$ cat src/pkg/safety_consts.svh
// offsets, fields, reset values and timing for the safety check block
// Function
// control register writes are taken only while control_write_lock is zero.
// bound writes taken only in diagnostic state with config_write_lock zero; reads always.
// control register resets on power-on and device reset; bounds on power-on only.
// checksum check runs continuously while config_crc_check_enable is set, never otherwise.
// host should update config and expected checksum before enabling the check.
// safety_enable_output_enable clears automatically on entering the safe state.
// with safety_enable_output_enable zero the safety_enable_pin is held low.
// pin high only in active/diagnostic state with all failure counts below thresholds.
// error signal monitor runs only while error_signal_monitor_enable is set.
// diagnostic_leave_request can be set only in the diagnostic state.
// diagnostic_leave_request clears whenever the diagnostic state is left.
// leave request set and leave block clear moves diagnostic to active.
// pwm high-phase maximum is (high max field + 1) times 15 us.
// pwm high-phase minimum is (high min field + 1) times 15 us.
// pwm low-phase maximum is (low max field + 1) times 15 us.
// single-level mode low maximum is (low max field + 1) times 5 us.
// self test started in diagnostic state clears diagnostic_leave_block.
// monitor measures phases in ticks and flags an error on a bound violation.
// reserved control bits 7..5 and 1 read zero and ignore writes.
`ifndef SAFETY_CONSTS_SVH
`define SAFETY_CONSTS_SVH
`define OFS_CTRL       8'h00
`define OFS_HMAX       8'h04
`define OFS_HMIN       8'h08
`define OFS_LMAX       8'h0c
`define OFS_LOCK       8'h10
`define OFS_IRQ_STAT   8'h14
`define OFS_IRQ_MASK   8'h18
`define OFS_STATUS     8'h1c
`define CTRL_CRC_EN    4
`define CTRL_PIN_EN    3
`define CTRL_ESM_EN    2
`define CTRL_LEAVE     0
`define CTRL_WMASK     8'h1d
`define LOCK_CTRL      0
`define LOCK_CFG       1
`define LOCK_BLOCK     2
`define LOCK_MODE      3
`define IRQ_PHASE      0
`define IRQ_CRC        1
`define IRQ_REFUSED    2
`define RST_CTRL       8'h00
`define RST_LOCK       4'h0
`define RST_HMAX       8'ha8
`define RST_HMIN       8'ha7
`define RST_LMAX       8'h3d
`define CLK_MHZ        100
`define TICK_PWM_US    15
`define TICK_LVL_US    5
`define TICK_PWM_CYC   (`TICK_PWM_US * `CLK_MHZ)
`define TICK_LVL_CYC   (`TICK_LVL_US * `CLK_MHZ)
`endif

$ cat src/pkg/safety_pkg.sv
// types shared by the safety check block
package safety_pkg;
  typedef enum logic [1:0] {
    st_diag   = 2'b00,
    st_active = 2'b01,
    st_safe   = 2'b10,
    st_other  = 2'b11
  } dev_state_t;
  typedef enum logic [1:0] {
    ph_idle = 2'b00,
    ph_high = 2'b01,
    ph_low  = 2'b10
  } phase_t;
endpackage

$ cat src/hw/safety_check_cfg.sv
// safety check control, error monitor bounds and ahb-lite register slave
//
// Decided for this implementation: the AHB-Lite slave port and the placing of the registers.
`timescale 1ns/1ps
`include "safety_consts.svh"
module safety_check_cfg (
  input  wire logic                  clk,             // 100 mhz clock
  input  wire logic                  reset_n,         // power-on reset, async
  input  wire logic                  dev_reset,       // device reset, sync
  input  wire logic                  hsel,            // ahb select
  input  wire logic [7:0]            haddr,           // ahb address
  input  wire logic [1:0]            htrans,          // ahb transfer type
  input  wire logic                  hwrite,          // ahb write
  input  wire logic [2:0]            hsize,           // ahb size
  input  wire logic [31:0]           hwdata,          // ahb write data
  input  wire logic                  hready,          // ahb ready in
  output logic [31:0]                hrdata,          // ahb read data
  output logic                       hreadyout,       // ahb ready out
  output logic                       hresp,           // ahb response
  input  wire safety_pkg::dev_state_t dev_state,      // device state
  input  wire logic [3:0]            watchdog_failure_count,        // wd fails
  input  wire logic [3:0]            wdog_fail_drive_threshold,     // wd drive th
  input  wire logic [3:0]            wdog_fail_reset_threshold,     // wd reset th
  input  wire logic [3:0]            error_monitor_fail_count,      // esm fails
  input  wire logic [3:0]            error_monitor_drive_threshold, // esm th
  input  wire logic [7:0]            computed_checksum, // live checksum
  input  wire logic [7:0]            expected_config_checksum, // expected
  input  wire logic                  self_test_start, // self test pulse
  input  wire logic                  host_error_input, // host error pin
  output logic                       safety_enable_pin, // enable pin level
  output logic                       crc_check_active,  // checksum running
  output logic                       monitor_active,    // monitor running
  output logic                       monitor_error,     // phase error pulse
  output logic                       diag_to_active,    // leave diag request
  output logic                       irq                // interrupt level
);
  import safety_pkg::*;

  logic [7:0]  ctrl_ff, nxt_ctrl;
  logic [7:0]  hmax_ff, hmin_ff, lmax_ff;
  logic [3:0]  lock_ff, nxt_lock;
  logic [2:0]  stat_ff, nxt_stat, mask_ff;
  logic [31:0] rdata_ff;
  logic [7:0]  waddr_ff;
  logic        wr_ff;
  dev_state_t  prev_state_ff;
  logic        pin_sync1_ff, pin_sync2_ff, pin_prev_ff;
  phase_t      phase_ff, nxt_phase;
  logic [10:0] tick_ff, nxt_tick;
  logic [8:0]  cnt_ff, nxt_cnt;
  logic        err_ff, nxt_err;
  logic        pin_ff, crc_act_ff, mon_act_ff, go_ff, irq_ff;

  // address decode and write qualifiers
  wire        addr_ph   = hsel & htrans[1] & hready;
  wire        wr_ctrl   = wr_ff & (waddr_ff == `OFS_CTRL);
  wire        wr_hmax   = wr_ff & (waddr_ff == `OFS_HMAX);
  wire        wr_hmin   = wr_ff & (waddr_ff == `OFS_HMIN);
  wire        wr_lmax   = wr_ff & (waddr_ff == `OFS_LMAX);
  wire        wr_lock   = wr_ff & (waddr_ff == `OFS_LOCK);
  wire        wr_stat   = wr_ff & (waddr_ff == `OFS_IRQ_STAT);
  wire        wr_mask   = wr_ff & (waddr_ff == `OFS_IRQ_MASK);
  wire        in_diag   = (dev_state == st_diag);
  wire        in_active = (dev_state == st_active);
  wire        ctrl_ok   = ~lock_ff[`LOCK_CTRL];
  wire        cfg_ok    = in_diag & ~lock_ff[`LOCK_CFG];
  wire        wr_bound  = wr_hmax | wr_hmin | wr_lmax;
  wire        refused   = (wr_ctrl & ~ctrl_ok) | (wr_bound & ~cfg_ok);
  wire        enter_safe = (dev_state == st_safe) & (prev_state_ff != st_safe);
  wire        left_diag  = (prev_state_ff == st_diag) & ~in_diag;
  wire        pwm_mode   = lock_ff[`LOCK_MODE];
  wire        esm_on     = ctrl_ff[`CTRL_ESM_EN];
  wire        crc_on     = ctrl_ff[`CTRL_CRC_EN];
  wire        crc_bad    = crc_on & (computed_checksum != expected_config_checksum);
  wire        pin_level  = pin_sync2_ff;
  wire        edge_fall  = pin_prev_ff & ~pin_level;
  wire        edge_rise  = ~pin_prev_ff & pin_level;
  wire [10:0] tick_len   = pwm_mode ? 11'(`TICK_PWM_CYC) : 11'(`TICK_LVL_CYC);
  wire        tick       = (tick_ff == tick_len - 11'h001);
  wire [8:0]  hmax_ticks = {1'b0, hmax_ff} + 9'h001;
  wire [8:0]  hmin_ticks = {1'b0, hmin_ff} + 9'h001;
  wire [8:0]  lmax_ticks = {1'b0, lmax_ff} + 9'h001;
  wire        counts_ok  = (watchdog_failure_count < wdog_fail_drive_threshold)
                         & (watchdog_failure_count < wdog_fail_reset_threshold)
                         & (error_monitor_fail_count < error_monitor_drive_threshold);
  wire        pin_next   = ctrl_ff[`CTRL_PIN_EN] & (in_active | in_diag) & counts_ok;
  wire [2:0]  events     = {refused, crc_bad, err_ff};
  wire [31:0] rd_mux     =
      (haddr == `OFS_CTRL)     ? {24'h000000, ctrl_ff} :
      (haddr == `OFS_HMAX)     ? {24'h000000, hmax_ff} :
      (haddr == `OFS_HMIN)     ? {24'h000000, hmin_ff} :
      (haddr == `OFS_LMAX)     ? {24'h000000, lmax_ff} :
      (haddr == `OFS_LOCK)     ? {28'h0000000, lock_ff} :
      (haddr == `OFS_IRQ_STAT) ? {29'h0, stat_ff} :
      (haddr == `OFS_IRQ_MASK) ? {29'h0, mask_ff} :
      (haddr == `OFS_STATUS)   ? {26'h0, phase_ff, pin_ff, pin_level, dev_state} :
      32'h00000000;

  // control register next value
  always_comb begin
    nxt_ctrl = ctrl_ff;
    // lock gates writes
    if (wr_ctrl & ctrl_ok) begin
      // reserved bits ignored
      nxt_ctrl = (hwdata[7:0] & `CTRL_WMASK) | (ctrl_ff & ~`CTRL_WMASK);
      // leave request only in diagnostic
      if (!in_diag) begin
        nxt_ctrl[`CTRL_LEAVE] = ctrl_ff[`CTRL_LEAVE];
      end
    end
    // safe entry drops pin enable
    if (enter_safe) begin
      nxt_ctrl[`CTRL_PIN_EN] = 1'b0;
    end
    // leaving diagnostic clears request
    if (left_diag | ~in_diag) begin
      nxt_ctrl[`CTRL_LEAVE] = 1'b0;
    end
  end

  always_comb begin
    nxt_lock = lock_ff;
    if (wr_lock) begin
      nxt_lock = hwdata[3:0];
    end
    // self test in diagnostic drops block
    if (self_test_start & in_diag) begin
      nxt_lock[`LOCK_BLOCK] = 1'b0;
    end
  end

  // sticky status, set wins over clear
  always_comb begin
    nxt_stat = stat_ff;
    if (wr_stat) begin
      nxt_stat = stat_ff & ~hwdata[2:0];
    end
    nxt_stat = nxt_stat | events;
  end

  // control state on both resets
  always_ff @(posedge clk or negedge reset_n) begin
    if (!reset_n) begin
      ctrl_ff <= `RST_CTRL;
    end else if (dev_reset) begin
      ctrl_ff <= `RST_CTRL;
    end else begin
      ctrl_ff <= nxt_ctrl;
    end
  end

  always_ff @(posedge clk or negedge reset_n) begin
    if (!reset_n) begin
      lock_ff <= `RST_LOCK;
    end else if (dev_reset) begin
      lock_ff <= `RST_LOCK;
    end else begin
      lock_ff <= nxt_lock;
    end
  end

  // bounds on power-on only
  always_ff @(posedge clk or negedge reset_n) begin
    if (!reset_n) begin
      hmax_ff <= `RST_HMAX;
      hmin_ff <= `RST_HMIN;
      lmax_ff <= `RST_LMAX;
    end else begin
      // bounds need diagnostic and unlocked
      if (wr_hmax & cfg_ok) hmax_ff <= hwdata[7:0];
      if (wr_hmin & cfg_ok) hmin_ff <= hwdata[7:0];
      if (wr_lmax & cfg_ok) lmax_ff <= hwdata[7:0];
    end
  end

  always_ff @(posedge clk or negedge reset_n) begin
    if (!reset_n) begin
      stat_ff <= 3'h0;
      mask_ff <= 3'h0;
    end else begin
      stat_ff <= nxt_stat;
      if (wr_mask) mask_ff <= hwdata[2:0];
    end
  end

  // ahb-lite slave, zero wait states
  always_ff @(posedge clk or negedge reset_n) begin
    if (!reset_n) begin
      wr_ff    <= 1'b0;
      waddr_ff <= 8'h00;
      rdata_ff <= 32'h00000000;
    end else begin
      wr_ff    <= addr_ph & hwrite;
      waddr_ff <= haddr;
      // reads always allowed
      if (addr_ph & ~hwrite) rdata_ff <= rd_mux;
    end
  end

  // host error pin synchroniser
  always_ff @(posedge clk or negedge reset_n) begin
    if (!reset_n) begin
      pin_sync1_ff  <= 1'b0;
      pin_sync2_ff  <= 1'b0;
      pin_prev_ff   <= 1'b0;
      prev_state_ff <= st_other;
    end else begin
      pin_sync1_ff  <= host_error_input;
      pin_sync2_ff  <= pin_sync1_ff;
      pin_prev_ff   <= pin_sync2_ff;
      prev_state_ff <= dev_state;
    end
  end

  // phase monitor
  always_comb begin
    nxt_phase = phase_ff;
    nxt_tick  = tick ? 11'h000 : tick_ff + 11'h001;
    nxt_cnt   = (tick && cnt_ff != 9'h1ff) ? cnt_ff + 9'h001 : cnt_ff;
    nxt_err   = 1'b0;
    case (phase_ff)
      ph_idle: begin
        nxt_tick = 11'h000;
        nxt_cnt  = 9'h000;
        nxt_phase = pin_level ? ph_high : ph_low;
      end
      ph_high: begin
        if (edge_fall) begin
          // high phase too short
          nxt_err   = pwm_mode & (cnt_ff < hmin_ticks);
          nxt_phase = ph_low;
          nxt_tick  = 11'h000;
          nxt_cnt   = 9'h000;
        // high phase too long
        end else if (pwm_mode & (cnt_ff == hmax_ticks) & (tick_ff == 11'h000)) begin
          nxt_err = 1'b1;
        end
      end
      ph_low: begin
        if (edge_rise) begin
          nxt_phase = ph_high;
          nxt_tick  = 11'h000;
          nxt_cnt   = 9'h000;
        // low max in pwm mode
        // low max in single-level mode
        end else if ((cnt_ff == lmax_ticks) & (tick_ff == 11'h000)) begin
          nxt_err = 1'b1;
        end
      end
      default: begin
        nxt_phase = ph_idle;
      end
    endcase
  end

  // monitor held idle while disabled
  // ticks and error events
  always_ff @(posedge clk or negedge reset_n) begin
    if (!reset_n) begin
      phase_ff <= ph_idle;
      tick_ff  <= 11'h000;
      cnt_ff   <= 9'h000;
      err_ff   <= 1'b0;
    end else if (!esm_on) begin
      phase_ff <= ph_idle;
      tick_ff  <= 11'h000;
      cnt_ff   <= 9'h000;
      err_ff   <= 1'b0;
    end else begin
      phase_ff <= nxt_phase;
      tick_ff  <= nxt_tick;
      cnt_ff   <= nxt_cnt;
      err_ff   <= nxt_err;
    end
  end

  // registered outputs
  always_ff @(posedge clk or negedge reset_n) begin
    if (!reset_n) begin
      pin_ff     <= 1'b0;
      crc_act_ff <= 1'b0;
      mon_act_ff <= 1'b0;
      go_ff      <= 1'b0;
      irq_ff     <= 1'b0;
    end else begin
      // disabled pin held low
      // pin high needs state and counts
      pin_ff     <= pin_next;
      // checksum check runs while enabled
      crc_act_ff <= crc_on;
      mon_act_ff <= esm_on;
      // leave diagnostic when unblocked
      go_ff      <= ctrl_ff[`CTRL_LEAVE] & ~lock_ff[`LOCK_BLOCK] & in_diag;
      irq_ff     <= |(nxt_stat & mask_ff);
    end
  end

  assign hrdata            = rdata_ff;
  assign hreadyout         = 1'b1;
  assign hresp             = 1'b0;
  assign safety_enable_pin = pin_ff;
  assign crc_check_active  = crc_act_ff;
  assign monitor_active    = mon_act_ff;
  assign monitor_error     = err_ff;
  assign diag_to_active    = go_ff;
  assign irq               = irq_ff;

  ctrl_lock_hold_a: assert property (
    @(posedge clk) disable iff (!reset_n)
    (wr_ctrl & lock_ff[`LOCK_CTRL] & ~dev_reset & ~enter_safe & in_diag & ~left_diag)
      |=> $stable(ctrl_ff[`CTRL_CRC_EN]))
    else $error("locked control write changed crc enable");

  bound_lock_hold_a: assert property (
    @(posedge clk) disable iff (!reset_n)
    (wr_hmax & ~cfg_ok) |=> $stable(hmax_ff))
    else $error("bound written outside diagnostic or while locked");

  dev_reset_ctrl_a: assert property (
    @(posedge clk) disable iff (!reset_n)
    (dev_reset & ~wr_lmax) |=> (ctrl_ff == `RST_CTRL) && $stable(lmax_ff))
    else $error("device reset handling wrong");

  crc_follow_a: assert property (
    @(posedge clk) disable iff (!reset_n)
    crc_check_active == $past(crc_on))
    else $error("checksum activity does not follow enable");

  safe_clear_en_a: assert property (
    @(posedge clk) disable iff (!reset_n)
    enter_safe |=> ~ctrl_ff[`CTRL_PIN_EN] ##1 ~safety_enable_pin)
    else $error("pin enable not cleared on safe entry");

  pin_low_off_a: assert property (
    @(posedge clk) disable iff (!reset_n)
    ~ctrl_ff[`CTRL_PIN_EN] |=> ~safety_enable_pin)
    else $error("pin driven while disabled");

  pin_cond_a: assert property (
    @(posedge clk) disable iff (!reset_n)
    safety_enable_pin |-> $past(counts_ok & (in_active | in_diag)))
    else $error("pin high without conditions");

  monitor_off_a: assert property (
    @(posedge clk) disable iff (!reset_n)
    ~esm_on |=> (phase_ff == ph_idle) && ~monitor_error)
    else $error("monitor ran while disabled");

  leave_only_diag_a: assert property (
    @(posedge clk) disable iff (!reset_n)
    ~in_diag |=> ~ctrl_ff[`CTRL_LEAVE])
    else $error("leave request set outside diagnostic");

  leave_go_a: assert property (
    @(posedge clk) disable iff (!reset_n)
    (ctrl_ff[`CTRL_LEAVE] & ~lock_ff[`LOCK_BLOCK] & in_diag) |=> diag_to_active)
    else $error("leave request not forwarded");

  low_max_err_a: assert property (
    @(posedge clk) disable iff (!reset_n)
    (esm_on & ~pwm_mode & phase_ff == ph_low & ~edge_rise & tick_ff == 11'h000
      & cnt_ff == lmax_ticks) |=> monitor_error)
    else $error("low phase overrun not flagged");

  self_test_block_a: assert property (
    @(posedge clk) disable iff (!reset_n)
    (self_test_start & in_diag & ~dev_reset) |=> ~lock_ff[`LOCK_BLOCK])
    else $error("self test did not clear leave block");

  reserved_zero_a: assert property (
    @(posedge clk) disable iff (!reset_n)
    (ctrl_ff[7:5] == 3'h0) && ~ctrl_ff[1])
    else $error("reserved control bits set");
endmodule

$ cat config.mk
export PLATFORM = sky130hd
export DESIGN_NAME = safety_check_cfg
export DESIGN_NICKNAME = d
export VERILOG_FILES = /design/src/pkg/safety_pkg.sv /design/src/hw/safety_check_cfg.sv
export VERILOG_INCLUDE_DIRS = /design/src /design/src/pkg
export SDC_FILE = /design/constraint.sdc
export NUM_CORES = 1
export LEC_CHECK = 0
export ABC_AREA = 0
export ABC_CLOCK_PERIOD_IN_PS = 2700
export BUFFER_PORTS_ARGS = -buffer_cell sky130_fd_sc_hd__buf_2
export CAP_MARGIN = 25
export CORE_MARGIN = 8
export CORE_UTILIZATION = 35
export DETAILED_ROUTE_END_ITERATION = 8
export PLACE_DENSITY = 0.56
export SETUP_SLACK_MARGIN = 0.3
export SLEW_MARGIN = 20
export SYNTH_ARGS = -nofsm -noshare
export SYNTH_HDL_FRONTEND = slang
export SYNTH_SLANG_ARGS = --single-unit
$ cat constraint.sdc
create_clock -name clk -period 2.7 [get_ports clk]
set_input_delay 0.27 -clock clk [delete_from_list [all_inputs] [get_ports clk]]
set_output_delay 0.27 -clock clk [all_outputs]
set_load 0.05 [all_outputs]
==> run summary, run 1 <==
status = finished clean
Setup Fix Bufs, Post-CTS = 0
CP arrival = 2.52 ns
Site Rows = 45
Clock Tree Buf Depth = 2
CTS Sinks = 88
clock transition at the registers of the reported paths = 0.06 ns
final setup vio count = 0
crit path capture type = flip-flop
GR Overflow Total = 0
initial antenna violation count = 0
Top Ports = 131
worst slew pin tran = 0.544 ns
Area growth, synth to finish = 15.1%
Synth area leaders = dfrtp_1 (34%), dfstp_2 (7.3%), ha_1 (6.5%), mux2_2 (5.8%), xor2_1 (4.4%)
setup slack after layout = 0.410 ns
Synth top cells by count = dfrtp_1 (73), nor2_1 (45), inv_1 (29)
hpwl dp = 10,400 um
Tot GR Track Use = 13.8%
Clock Latency Late Sink = 0.34 ns
FF-to-FF End = lmax_ff[7]$_DFFE_PN0P_
Pleak = 2.86 nW
Power, Total = 2.90 mW
Nets = 738
Seq/Total Area, Yosys = 41.0%
Setup Crit Path Kind = reg2reg
Routed Antenna Nets = 0
Die X = 140 um
setup TNS = 0 ns
Syn Area/Cell = 9.96 um2
Ant. Diodes = 0
min cycle time layout = 2.29 ns
clk_skew = 0.00821 ns
I/O Buffers = 76
Max Cap Viol = 0
Mapped Area = 5410 um2
Peak VDD IR = 0.322 mV
Synth top area share = 33.8%
PD cells = 466 nW/um2
Avg Vias per Cell = 5.14
largest net degree at the start of global routing = 48
required time worst endpoint = 2.93 ns
FMAX = 437 MHz
Worst setup SP type = flip-flop
number of global-route vias before repair = 4,240
max-slew violations = 0
RSZ-0062 raised after global routing = false
DRC = 0
launch point of the worst reg-to-reg path = waddr_ff[5]$_DFF_PN0_
wire per inst = 16.5 um
multi-input logic area = 2920 um2
dpl ws = 0.413 ns
most common cell in the netlist = dfrtp_1
total number of vias = 4,174
core area = 15,100 um2
first-pass GRT wire length = 21,700 um
CTS tree = yes
final hold vios = 0
post-synth cell types = 62
critical hold path startpoint = host_error_input
die area = 19,700 um2
fin cells = 812
crit path launch = waddr_ff[5]$_DFF_PN0_
Root Driver = clkbuf_16
Max FO, Critical Path = 8
Final period util = 84.8%
initial core utilization = 35.7%
Yosys reg bits = 88
Post-synth EDFFs = 0
Max-Slew Margin vs Limit = 63.8%
ys async rst share = 100%
routability cong. = 0.823
Die Span Y = 140 um
CTS Buf Count = 9
reg2reg setup slack = 0.41 ns
drt pass-1 iters = 4
H-tree depth = 3
Primary FF master, synth = dfrtp_1
Filler cells = 1,520
dpl cells = 795
FF-to-FF path depth = 6
Yosys top cell by area = dfrtp_1
end of the critical path = lmax_ff[7]$_DFFE_PN0P_
drt initial violations = 251
Post-Syn Instances = 543
Syn. warnings = 0
share of cells above drive strength 1 = 24.2%
total area of sequential cells = 2220 um2
HP Class = in2reg
WL final = 13,400 um
## layer usage
layer	global-route usage, %	wire length (um)	vias to the layer above
met4	4.91	202	0
met3	3.57	780	14
met5	0	0	-
met1	17.5	6220	2015
li1	-	-	2041
met2	22.1	6170	104
## placed cells by master, fill, tap and decap left out, types with 4 or more instances in the layout
master	instances
dfrtp_1	72
buf_2	75
o211ai_1	7
nor2_1	45
a31oi_1	5
nand3_1	23
nor3_1	6
inv_1	29
xnor2_1	20
conb_1	26
buf_4	4
a21o_1	5
a21oi_1	17
mux2i_1	14
xor2_1	27
clkbuf_16	9
nand2b_1	7
and2_1	5
and3_1	8
a211oi_1	6
mux2_2	28
nor4_1	6
nand4_1	11
ha_1	28
o21ai_0	23
and4_1	6
dfstp_2	15
nand2_1	27
nor2b_1	7
## where the power goes
group	switching, mW	internal (mW)
clock network	0.516	0.770
logic	0.189	0.0780
registers	0.0112	1.34
total	0.716	2.18
## what timing repair did
action | CTS | global route
endpoints found under the hold margin | 35 | 0
resized for setup | 0 | 1
endpoints found under the setup margin | 0 | 1
hold buffers | 1 | 0
## registers in the layout (all words and copies together) (netlist names), 2 cells and up
| register | count |
|---|---|
| tick_ff | 11 |
| cnt_ff | 9 |
| hmax_ff | 8 |
| hmin_ff | 8 |
| hrdata | 8 |
| lmax_ff | 8 |
| waddr_ff | 8 |
| ctrl_ff | 4 |
| lock_ff | 4 |
| mask_ff | 3 |
| stat_ff | 3 |
| phase_ff | 2 |
| prev_state_ff | 2 |
## worst max-delay path, stage by stage (launching register included)
cell	delay, ns
dfrtp_1	0.36
or4b_4	0.54
nor3_4	0.22
nand2b_4	0.09
nor4_4	0.20
and3_2	0.38
mux2_2	0.37
## cell families after synthesis
logic type,count (synthesis),share of synthesized area (%)
fa+ha+maj,28,6.48
buf+inv,69,6.73
compound gates,90,10.8
mux,44,9.25
flops,88,41.0
other cells,2,0.139
xor+xnor,47,7.61
simple gates,175,17.9
## through the flow
stage                     utilization [%]  instance area, um2  hold WS [ns]
final                                41.1                6230        0.0357
after global placement               39.0                5910         0.284
after detailed placement             39.0                5910         0.296
after global routing                 41.1                6230        0.0258
after floorplan                         -                5500       -0.0256
after CTS                            41.1                6220        0.0211
## final cells by class
class                           count  area share [%]
Multi-Input combinational cell    410            46.8
Sequential cell                    88            35.7
Timing Repair Buffer               81            6.99
Clock buffer                       12            4.12
Tap cell                          188            3.78
Inverter                           29            1.75
Clock inverter                      4           0.844
## worst min-delay path by stage
| stage | endpoint | slack, ns | cells after the start |
|---|---|---|---|
| 2_1_floorplan | cnt_ff[0]$_DFF_PN0_ | -0.03 | 0 |
| 3_3_place_gp | safety_enable_pin$_DFF_PN0_ | 0.28 | 1 |
| 3_5_place_dp | safety_enable_pin$_DFF_PN0_ | 0.30 | 1 |
| 4_1_cts | pin_sync1_ff$_DFF_PN0_ | 0.02 | 1 |
| 5_1_grt | pin_sync1_ff$_DFF_PN0_ | 0.03 | 1 |
| 6_report | pin_sync1_ff$_DFF_PN0_ | 0.04 | 1 |
(Power assumes the default switching activity.)
==> run 2, diff against run 1 <==
- ABC_AREA: 0 -> 1
- ABC_CLOCK_PERIOD_IN_PS: 2700 -> 2200
- clock period: 2.7 -> 2.2 ns (I/O delays scaled with it)
==> run 2 against run 1 <==
  * Highest routed layer unchanged
  * Total power increased by 28%
  * Largest cell class unchanged
  * Non-clock buffer count rose by 16
  * Sequential cell count stayed put
  * Via count increased by 9.0%
  * Combinational power increased by 72%
  * Final area grew 2.7%
  * Clock skew is 0.0025 ns lower
  * Clock-buffer cell count decreased by 2
  * Maximum frequency grew 11%
  * Routed wire length up 3.9%
  * Hold slack lost 0.0035 ns
==> run summary, run 2 <==
launch point of the worst reg-to-reg path = hmin_ff[0]$_DFFE_PN1P_ (was waddr_ff[5]$_DFF_PN0_)
setup slack after layout = 0.135 ns (was 0.410 ns)
Top Registers = tick_ff: 11 flops, cnt_ff: 9 flops (unchanged)
Syn Area/Cell = 8.17 um2 (was 9.96 um2)
Max-Slew Margin vs Limit = 63.0% (was 63.8%)
min cycle time layout = 2.07 ns (was 2.29 ns)
drt pass-1 iters = 5 (was 4)
end of the critical path = monitor_error$_DFF_PN0_ (was lmax_ff[7]$_DFFE_PN0P_)
Site Rows = 45 (unchanged)
max-slew violations = 0 (unchanged)
Synth top cells by count = nand2_1 (123), inv_1 (94), dfrtp_1 (73) (was dfrtp_1 (73), nor2_1 (45), inv_1 (29))
Seq/Total Area, Yosys = 41.4% (was 41.0%)
final setup vio count = 0 (unchanged)
clk_skew = 0.00568 ns (was 0.00821 ns)
H-tree depth = 3 (unchanged)
most common cell in the netlist = nand2_1 (was dfrtp_1)
largest net degree at the start of global routing = 51 (was 48)
wire per inst = 14.7 um (was 16.5 um)
DRC = 0 (unchanged)
multi-input logic area = 2700 um2 (was 2920 um2)
ys async rst share = 100% (unchanged)
crit path capture type = flip-flop (unchanged)
GR Overflow Total = 0 (unchanged)
Root Driver = clkbuf_16 (unchanged)
core area = 15,100 um2 (about the same)
Final period util = 93.9% (was 84.8%)
FF-to-FF End = monitor_error$_DFF_PN0_ (was lmax_ff[7]$_DFFE_PN0P_)
dpl ws = 0.111 ns (was 0.413 ns)
number of global-route vias before repair = 4,641 (was 4,240)
routability cong. = 0.871 (was 0.823)
Post-Syn Instances = 657 (was 543)
Max Cap Viol = 0 (unchanged)
Clock Latency Late Sink = 0.35 ns (was 0.34 ns)
Ant. Diodes = 0 (unchanged)
I/O Buffers = 76 (unchanged)
Peak VDD IR = 0.436 mV (was 0.322 mV)
clock transition at the registers of the reported paths = 0.07 ns (was 0.06 ns)
CTS tree = yes (unchanged)
FF-to-FF path depth = 20 (was 6)
crit path launch = hmin_ff[0]$_DFFE_PN1P_ (was waddr_ff[5]$_DFF_PN0_)
total number of vias = 4,551 (was 4,174)
DP Area = 5890 um2 (was 5910 um2)
worst hold slack = 0.0322 ns (was 0.0357 ns)
Clock Tree Buf Depth = 2 (unchanged)
register with the highest flop count = tick_ff (unchanged)
post-route cell area = 6390 um2 (was 6230 um2)
Synth area leaders = dfrtp_1 (34%), nand2_1 (8.6%), dfstp_2 (7.3%), inv_1 (6.6%), ha_1 (6.5%) (was dfrtp_1 (34%), dfstp_2 (7.3%), ha_1 (6.5%), mux2_2 (5.8%), xor2_1 (4.4%))
CTS Buf Count = 9 (unchanged)
share of cells above drive strength 1 = 21.1% (was 24.2%)
RSZ-0062 raised after global routing = true (was false)
Die Span Y = 140 um (about the same)
worst slew pin tran = 0.551 ns (was 0.544 ns)
Yosys top cell by area = dfrtp_1 (unchanged)
required time worst endpoint = 2.48 ns (was 2.93 ns)
drt initial violations = 278 (was 251)
CP arrival = 2.35 ns (was 2.52 ns)
hpwl dp = 10,900 um (was 10,400 um)
Synth top area share = 34.0% (was 33.8%)
HP Class = in2reg (unchanged)
Top Ports = 131 (unchanged)
Nets = 872 (was 738)
Setup Crit Path Kind = reg2reg (unchanged)
post-synth cell types = 46 (was 62)
final hold vios = 0 (unchanged)
Post-synth EDFFs = 0 (unchanged)
Max FO, Critical Path = 3 (was 8)
Die X = 140 um (about the same)
Routed Antenna Nets = 0 (unchanged)
Pleak = 3.02 nW (was 2.86 nW)
Yosys reg bits = 88 (unchanged)
Filler cells = 1,488 (was 1,520)
FMAX = 484 MHz (was 437 MHz)
commonest non-fill, non-tap cell in the layout = nand2_1 (was buf_2)
Core Util, Final = 42.4% (was 41.1%)
initial core utilization = 35.6% (was 35.7%)
Primary FF master, synth = dfrtp_1 (unchanged)
WL final = 13,900 um (was 13,400 um)
Mapped Area = 5370 um2 (was 5410 um2)
die area = 19,600 um2 (was 19,700 um2)
initial antenna violation count = 0 (unchanged)
total area of sequential cells = 2220 um2 (about the same)
status = finished clean (unchanged)
first-pass GRT wire length = 22,700 um (was 21,700 um)
PD cells = 581 nW/um2 (was 466 nW/um2)
commonest cells after routing, fill and taps aside = nand2_1 (123), inv_1 (92), buf_2 (75), dfrtp_1 (71), nor2_1 (48) (was buf_2 (75), dfrtp_1 (72), nor2_1 (45), inv_1 (29))
reg2reg setup slack = 0.13 ns (was 0.41 ns)
Syn. warnings = 0 (unchanged)
Avg Vias per Cell = 4.81 (was 5.14)
Area growth, synth to finish = 19.2% (was 15.1%)
Tot GR Track Use = 14.4% (was 13.8%)
CTS Sinks = 88 (unchanged)
Worst setup SP type = flip-flop (unchanged)
max FFs per register = 11 (unchanged)
## run 2: cell types whose count changed in the layout (fill, tap and decap cells not counted), moves of 11 or more
| cell | delta |
|---|---|
| nor3_1 | +13 |
| mux2i_1 | -14 |
| xor2_1 | +11 |
| mux2_2 | -27 |
| inv_1 | +63 |
| o21ai_0 | +21 |
| nand2_1 | +96 |
## run 2: report_power, final
part,internal [mW],switching [mW]
Clock,0.887,0.680
Sequential,1.66,0.0311
Combinational,0.132,0.326
## run 2: area by class of cell
| type | count | area share (%) |
|---|---|---|
| clock buffers | 10 | 3.58 |
| well taps | 188 | 3.68 |
| multi-input cells | 459 | 42.2 |
| flip-flops and latches | 88 | 34.8 |
| clock inverters | 6 | 1.06 |
| inverters | 98 | 5.83 |
| repair buffers | 97 | 8.92 |
## run 2: what timing repair did
| action | 4_1_cts | 5_1_grt |
|---|---|---|
| hold endpoints to repair | 42 | 0 |
| pin swaps | 3 | 3 |
| gates resized for setup | 3 | 17 |
| hold buffers | 7 | 0 |
| buffers inserted | 4 | 5 |
| endpoints found under the setup margin | 13 | 28 |
## run 2: how the worst min path moves through the flow
stage,start,to,slack (ns),cells after the start
2_1_floorplan,reset_n,cnt_ff[0]$_DFF_PN0_,-0.08,0
3_3_place_gp,reset_n,tick_ff[7]$_DFF_PN0_,0.23,1
3_5_place_dp,reset_n,tick_ff[7]$_DFF_PN0_,0.23,1
4_1_cts,haddr[6],waddr_ff[6]$_DFF_PN0_,0.03,1
5_1_grt,haddr[6],waddr_ff[6]$_DFF_PN0_,0.04,1
6_report,haddr[7],waddr_ff[7]$_DFF_PN0_,0.03,1
## run 2: metrics by stage
stage,TNS [ns],std cells,power [mW]
2_1_floorplan,0,681,2.03
3_3_place_gp,0,914,2.15
3_5_place_dp,0,914,2.16
4_1_cts,0,941,3.75
5_1_grt,-0.0524,946,3.86
6_report,0,946,3.72
## run 2: cells by family after synthesis
kind of cell	after synthesis	share of synthesized area, %
multiplexers	1	0.210
flip-flops	88	41.4
AND/OR/NAND/NOR	262	22.5
adder cells (fa/ha/maj)	28	6.53
buffers and inverters	134	11.5
XOR/XNOR	49	8.00
other	2	0.140
AO/OA/AOI/OAI	93	9.77
## run 2: worst max-delay path: stages (launching register included)
cell and delay (ns):
dfstp_2 0.57, ha_4 0.16, xnor2_2 0.06, ha_1 0.31
nand2_1 0.06, inv_1 0.03, nand2_1 0.05, nand2_1 0.04
nand2_1 0.05, nand2_1 0.04, nand2_1 0.05, nand2_1 0.05
nand2_1 0.05, nand2_1 0.04, nand2_1 0.05, nand2_1 0.04
nand2_1 0.05, nand2_1 0.04, nand2_1 0.06, nand2_1 0.07
a21oi_2 0.12
## run 2: layer usage
layer / vias to the layer above / share of wire [%] / wire length (um) / GRT usage, %
met5: - / 0 / 0 / 0
met4: 0 / 1.8 / 256 / 5.66
met3: 14 / 4.5 / 625 / 2.87
met2: 126 / 50 / 6960 / 25.2
met1: 2149 / 44 / 6050 / 16.9
li1: 2262 / - / - / -
==> run 3, diff against run 2 <==
--- a/config.mk
+++ b/config.mk
@@ -8,5 +8,4 @@
 export LEC_CHECK = 0
 export ABC_AREA = 1
-export ABC_CLOCK_PERIOD_IN_PS = 2200
 export BUFFER_PORTS_ARGS = -buffer_cell sky130_fd_sc_hd__buf_2
 export CAP_MARGIN = 25
==> constraint.sdc (replaced) <==
create_clock -name clk -period 2.2 [get_ports clk]
set_input_delay 0.33 -clock clk [delete_from_list [all_inputs] [get_ports clk]]
set_output_delay 0.33 -clock clk [all_outputs]
set_load 0.05 [all_outputs]
==> run 3 against run 2 <==
  * Via count is 1.8% lower
  * Setup slack lost 0.081 ns
  * Critical endpoint unchanged
  * Sequential cell count unchanged
  * Cell count shrank 1.1%
  * Final area shrank 2.1%
  * Utilization is 0.90 points lower
  * Largest power group unchanged
==> run summary, run 3 (same netlist as run 2, synthesis figures left out) <==
status = finished clean (unchanged)
Worst setup SP type = flip-flop (unchanged)
crit path capture type = flip-flop (unchanged)
min cycle time layout = 2.15 ns (was 2.07 ns)
core area = 15,100 um2 (unchanged)
CTS Sinks = 88 (unchanged)
Peak VDD IR = 0.397 mV (was 0.436 mV)
FF-to-FF End = monitor_error$_DFF_PN0_ (unchanged)
Die X = 140 um (unchanged)
Max Cap Viol = 0 (unchanged)
Buf/Inv on CP = 0 (was 1)
worst slew pin tran = 0.520 ns (was 0.551 ns)
cell family with most CP delay = simple AND/OR/NAND/NOR gates (unchanged)
final hold vios = 0 (unchanged)
Filler cells = 1,539 (was 1,488)
routability cong. = 0.887 (was 0.871)
Worst path max stage delay = 0.57 ns (about the same)
dpl cells = 915 (was 914)
I/O Buffers = 76 (unchanged)
slowest stage cell, crit path = dfstp_2 (unchanged)
met3 Usage GRT = 3.80% (was 2.87%)
clock transition at the registers of the reported paths = 0.06 ns (was 0.07 ns)
worst hold slack = 0.0928 ns (was 0.0322 ns)
Max FO, Critical Path = 3 (unchanged)
CTS Buf Count = 9 (unchanged)
commonest non-fill, non-tap cell in the layout = nand2_1 (unchanged)
drt initial violations = 268 (was 278)
register with the highest flop count = tick_ff (unchanged)
Clock Latency Late Sink = 0.34 ns (was 0.35 ns)
PD cells = 597 nW/um2 (was 581 nW/um2)
Tot GR Track Use = 14.3% (was 14.4%)
critical hold path startpoint = host_error_input (was haddr[7])
post-route cell area = 6260 um2 (was 6390 um2)
Area growth, synth to finish = 16.6% (was 19.2%)
share of cells above drive strength 1 = 19.3% (was 21.1%)
commonest cells after routing, fill and taps aside = nand2_1 (122), inv_1 (93), buf_2 (75), dfrtp_1 (73), nor2_1 (50) (was nand2_1 (123), inv_1 (92), buf_2 (75), dfrtp_1 (71), nor2_1 (48))
GR Overflow Total = 0 (unchanged)
max-slew violations = 0 (unchanged)
first-pass GRT wire length = 22,600 um (was 22,700 um)
HP Class = in2reg (unchanged)
initial core utilization = 35.6% (unchanged)
FMAX = 466 MHz (was 484 MHz)
WL final = 13,600 um (was 13,900 um)
CP arrival = 2.41 ns (was 2.35 ns)
launch point of the worst reg-to-reg path = hmin_ff[1]$_DFFE_PN1P_ (was hmin_ff[0]$_DFFE_PN1P_)
total number of vias = 4,468 (was 4,551)
Power, Total = 3.73 mW (was 3.72 mW)
GR Util met2 = 25.2% (unchanged)
Die Span Y = 140 um (unchanged)
largest net degree at the start of global routing = 55 (was 51)
required time worst endpoint = 2.47 ns (was 2.48 ns)
reg2reg setup slack = 0.05 ns (was 0.13 ns)
Switch Pwr = 1.00 mW (was 1.04 mW)
clk_skew = 0.00615 ns (was 0.00568 ns)
Min-Delay Endpoint = pin_sync1_ff$_DFF_PN0_ (was waddr_ff[7]$_DFF_PN0_)
RSZ-0062 raised after global routing = true (unchanged)
Ant. Diodes = 0 (unchanged)
Final period util = 97.6% (was 93.9%)
fin cells = 936 (was 946)
Routed Antenna Nets = 0 (unchanged)
Sw Ratio = 26.9% (was 27.9%)
Nets = 862 (was 872)
wire per inst = 14.6 um (was 14.7 um)
DRC = 0 (unchanged)
Max-Slew Margin vs Limit = 65.0% (was 63.0%)
hold-critical path depth = 1 (unchanged)
Int Power = 2.73 mW (was 2.68 mW)
Top Ports = 131 (unchanged)
Avg Vias per Cell = 4.77 (was 4.81)
critical-path cell list = ha_4, xnor2_2, ha_1, a21oi_1, nand2_1, nand2_1, nand2_1, nand2_1, nand2_1, nand2_1, nand2_1, nand2_1, nand2_1, nand2_1, nand2_1, nand2_2, nand2_1, a21oi_1 (was ha_4, xnor2_2, ha_1, nand2_1, inv_1, nand2_1, nand2_1, nand2_1, nand2_1, nand2_1, nand2_1, nand2_1, nand2_1, nand2_1, nand2_1, nand2_1, nand2_1, nand2_1, nand2_1, a21oi_2)
initial antenna violation count = 0 (unchanged)
Root Driver = clkbuf_16 (unchanged)
Seq pwr share = 45.4% (was 45.5%)
number of global-route vias before repair = 4,601 (was 4,641)
Pleak = 2.97 nW (was 3.02 nW)
busiest grt layer = met2 (unchanged)
Site Rows = 45 (unchanged)
hpwl dp = 11,000 um (was 10,900 um)
FF-to-FF path depth = 18 (was 20)
CTS tree = yes (unchanged)
Setup Crit Path Kind = reg2reg (unchanged)
DP Area = 5900 um2 (was 5890 um2)
setup TNS = 0 ns (unchanged)
drt pass-1 iters = 6 (was 5)
Combinational Power Share = 11.8% (was 12.3%)
max FFs per register = 11 (unchanged)
Top Registers = tick_ff: 11 flops, cnt_ff: 9 flops (unchanged)
Clock Tree Buf Depth = 2 (unchanged)
H-tree depth = 3 (unchanged)
Worst path most repeated cell = nand2_1 (unchanged)
die area = 19,600 um2 (unchanged)
met1 usage = 16.8% (was 16.9%)
clock network power share = 42.8% (was 42.1%)
final setup vio count = 0 (unchanged)
==> run 3: cell type report <==
type,instances,area (um2),share of cell area [%]
tap,188,235,3.76
sequential,88,2220,35.5
multi-input combinational,459,2640,42.2
clock inverter,4,51.3,0.820
timing repair buffer,87,480,7.68
inverter,98,373,5.96
clock buffer,12,256,4.10
==> run 3: what timing repair did <==
item | CTS | global route
hold buffers | 1 | 0
setup endpoints to repair | 15 | 21
endpoints found under the hold margin | 32 | 0
buffers inserted | 4 | 0
resized for setup | 1 | 2
pin swaps | 2 | 11
==> run 3: per-stage QoR <==
step	utilization (%)	setup slack (ns)
3_5_place_dp	39.1	0.0553
4_1_cts	41.4	0.111
5_1_grt	41.5	-0.0990
2_1_floorplan	-	0.284
6_report	41.5	0.0534
3_3_place_gp	39.1	0.105
==> run 3: per-layer routing <==
layer / part of all wire, % / vias to the layer above
met5: 0 / -
met4: 1.4 / 0
met3: 5.0 / 14
met2: 51 / 122
met1: 43 / 2090
li1: - / 2242
==> run 3: worst max-delay path by stage <==
| stage | start | endpoint | slack (ns) | cells past startpoint |
|---|---|---|---|---|
| global placement | hmin_ff[0]$_DFFE_PN1P_ | monitor_error$_DFF_PN0_ | 0.11 | 20 |
| detailed placement | hmin_ff[0]$_DFFE_PN1P_ | monitor_error$_DFF_PN0_ | 0.06 | 20 |
| floorplan | hmin_ff[0]$_DFFE_PN1P_ | monitor_error$_DFF_PN0_ | 0.28 | 18 |
| finish | hmin_ff[1]$_DFFE_PN1P_ | monitor_error$_DFF_PN0_ | 0.05 | 18 |
| CTS | hmin_ff[0]$_DFFE_PN1P_ | monitor_error$_DFF_PN0_ | 0.11 | 18 |
| global route | hmin_ff[0]$_DFFE_PN1P_ | monitor_error$_DFF_PN0_ | -0.1 | 18 |
==> run 3: power groups by stage <==
| stage | Sequential, mW | Combinational (mW) | Clock, mW |
|---|---|---|---|
| 2_1_floorplan | 1.75 | 0.277 | 0 |
| 3_3_place_gp | 1.72 | 0.427 | 0 |
| 3_5_place_dp | 1.72 | 0.441 | 0 |
| 4_1_cts | 1.69 | 0.447 | 1.65 |
| 5_1_grt | 1.70 | 0.489 | 1.71 |
| 6_report | 1.69 | 0.441 | 1.60 |
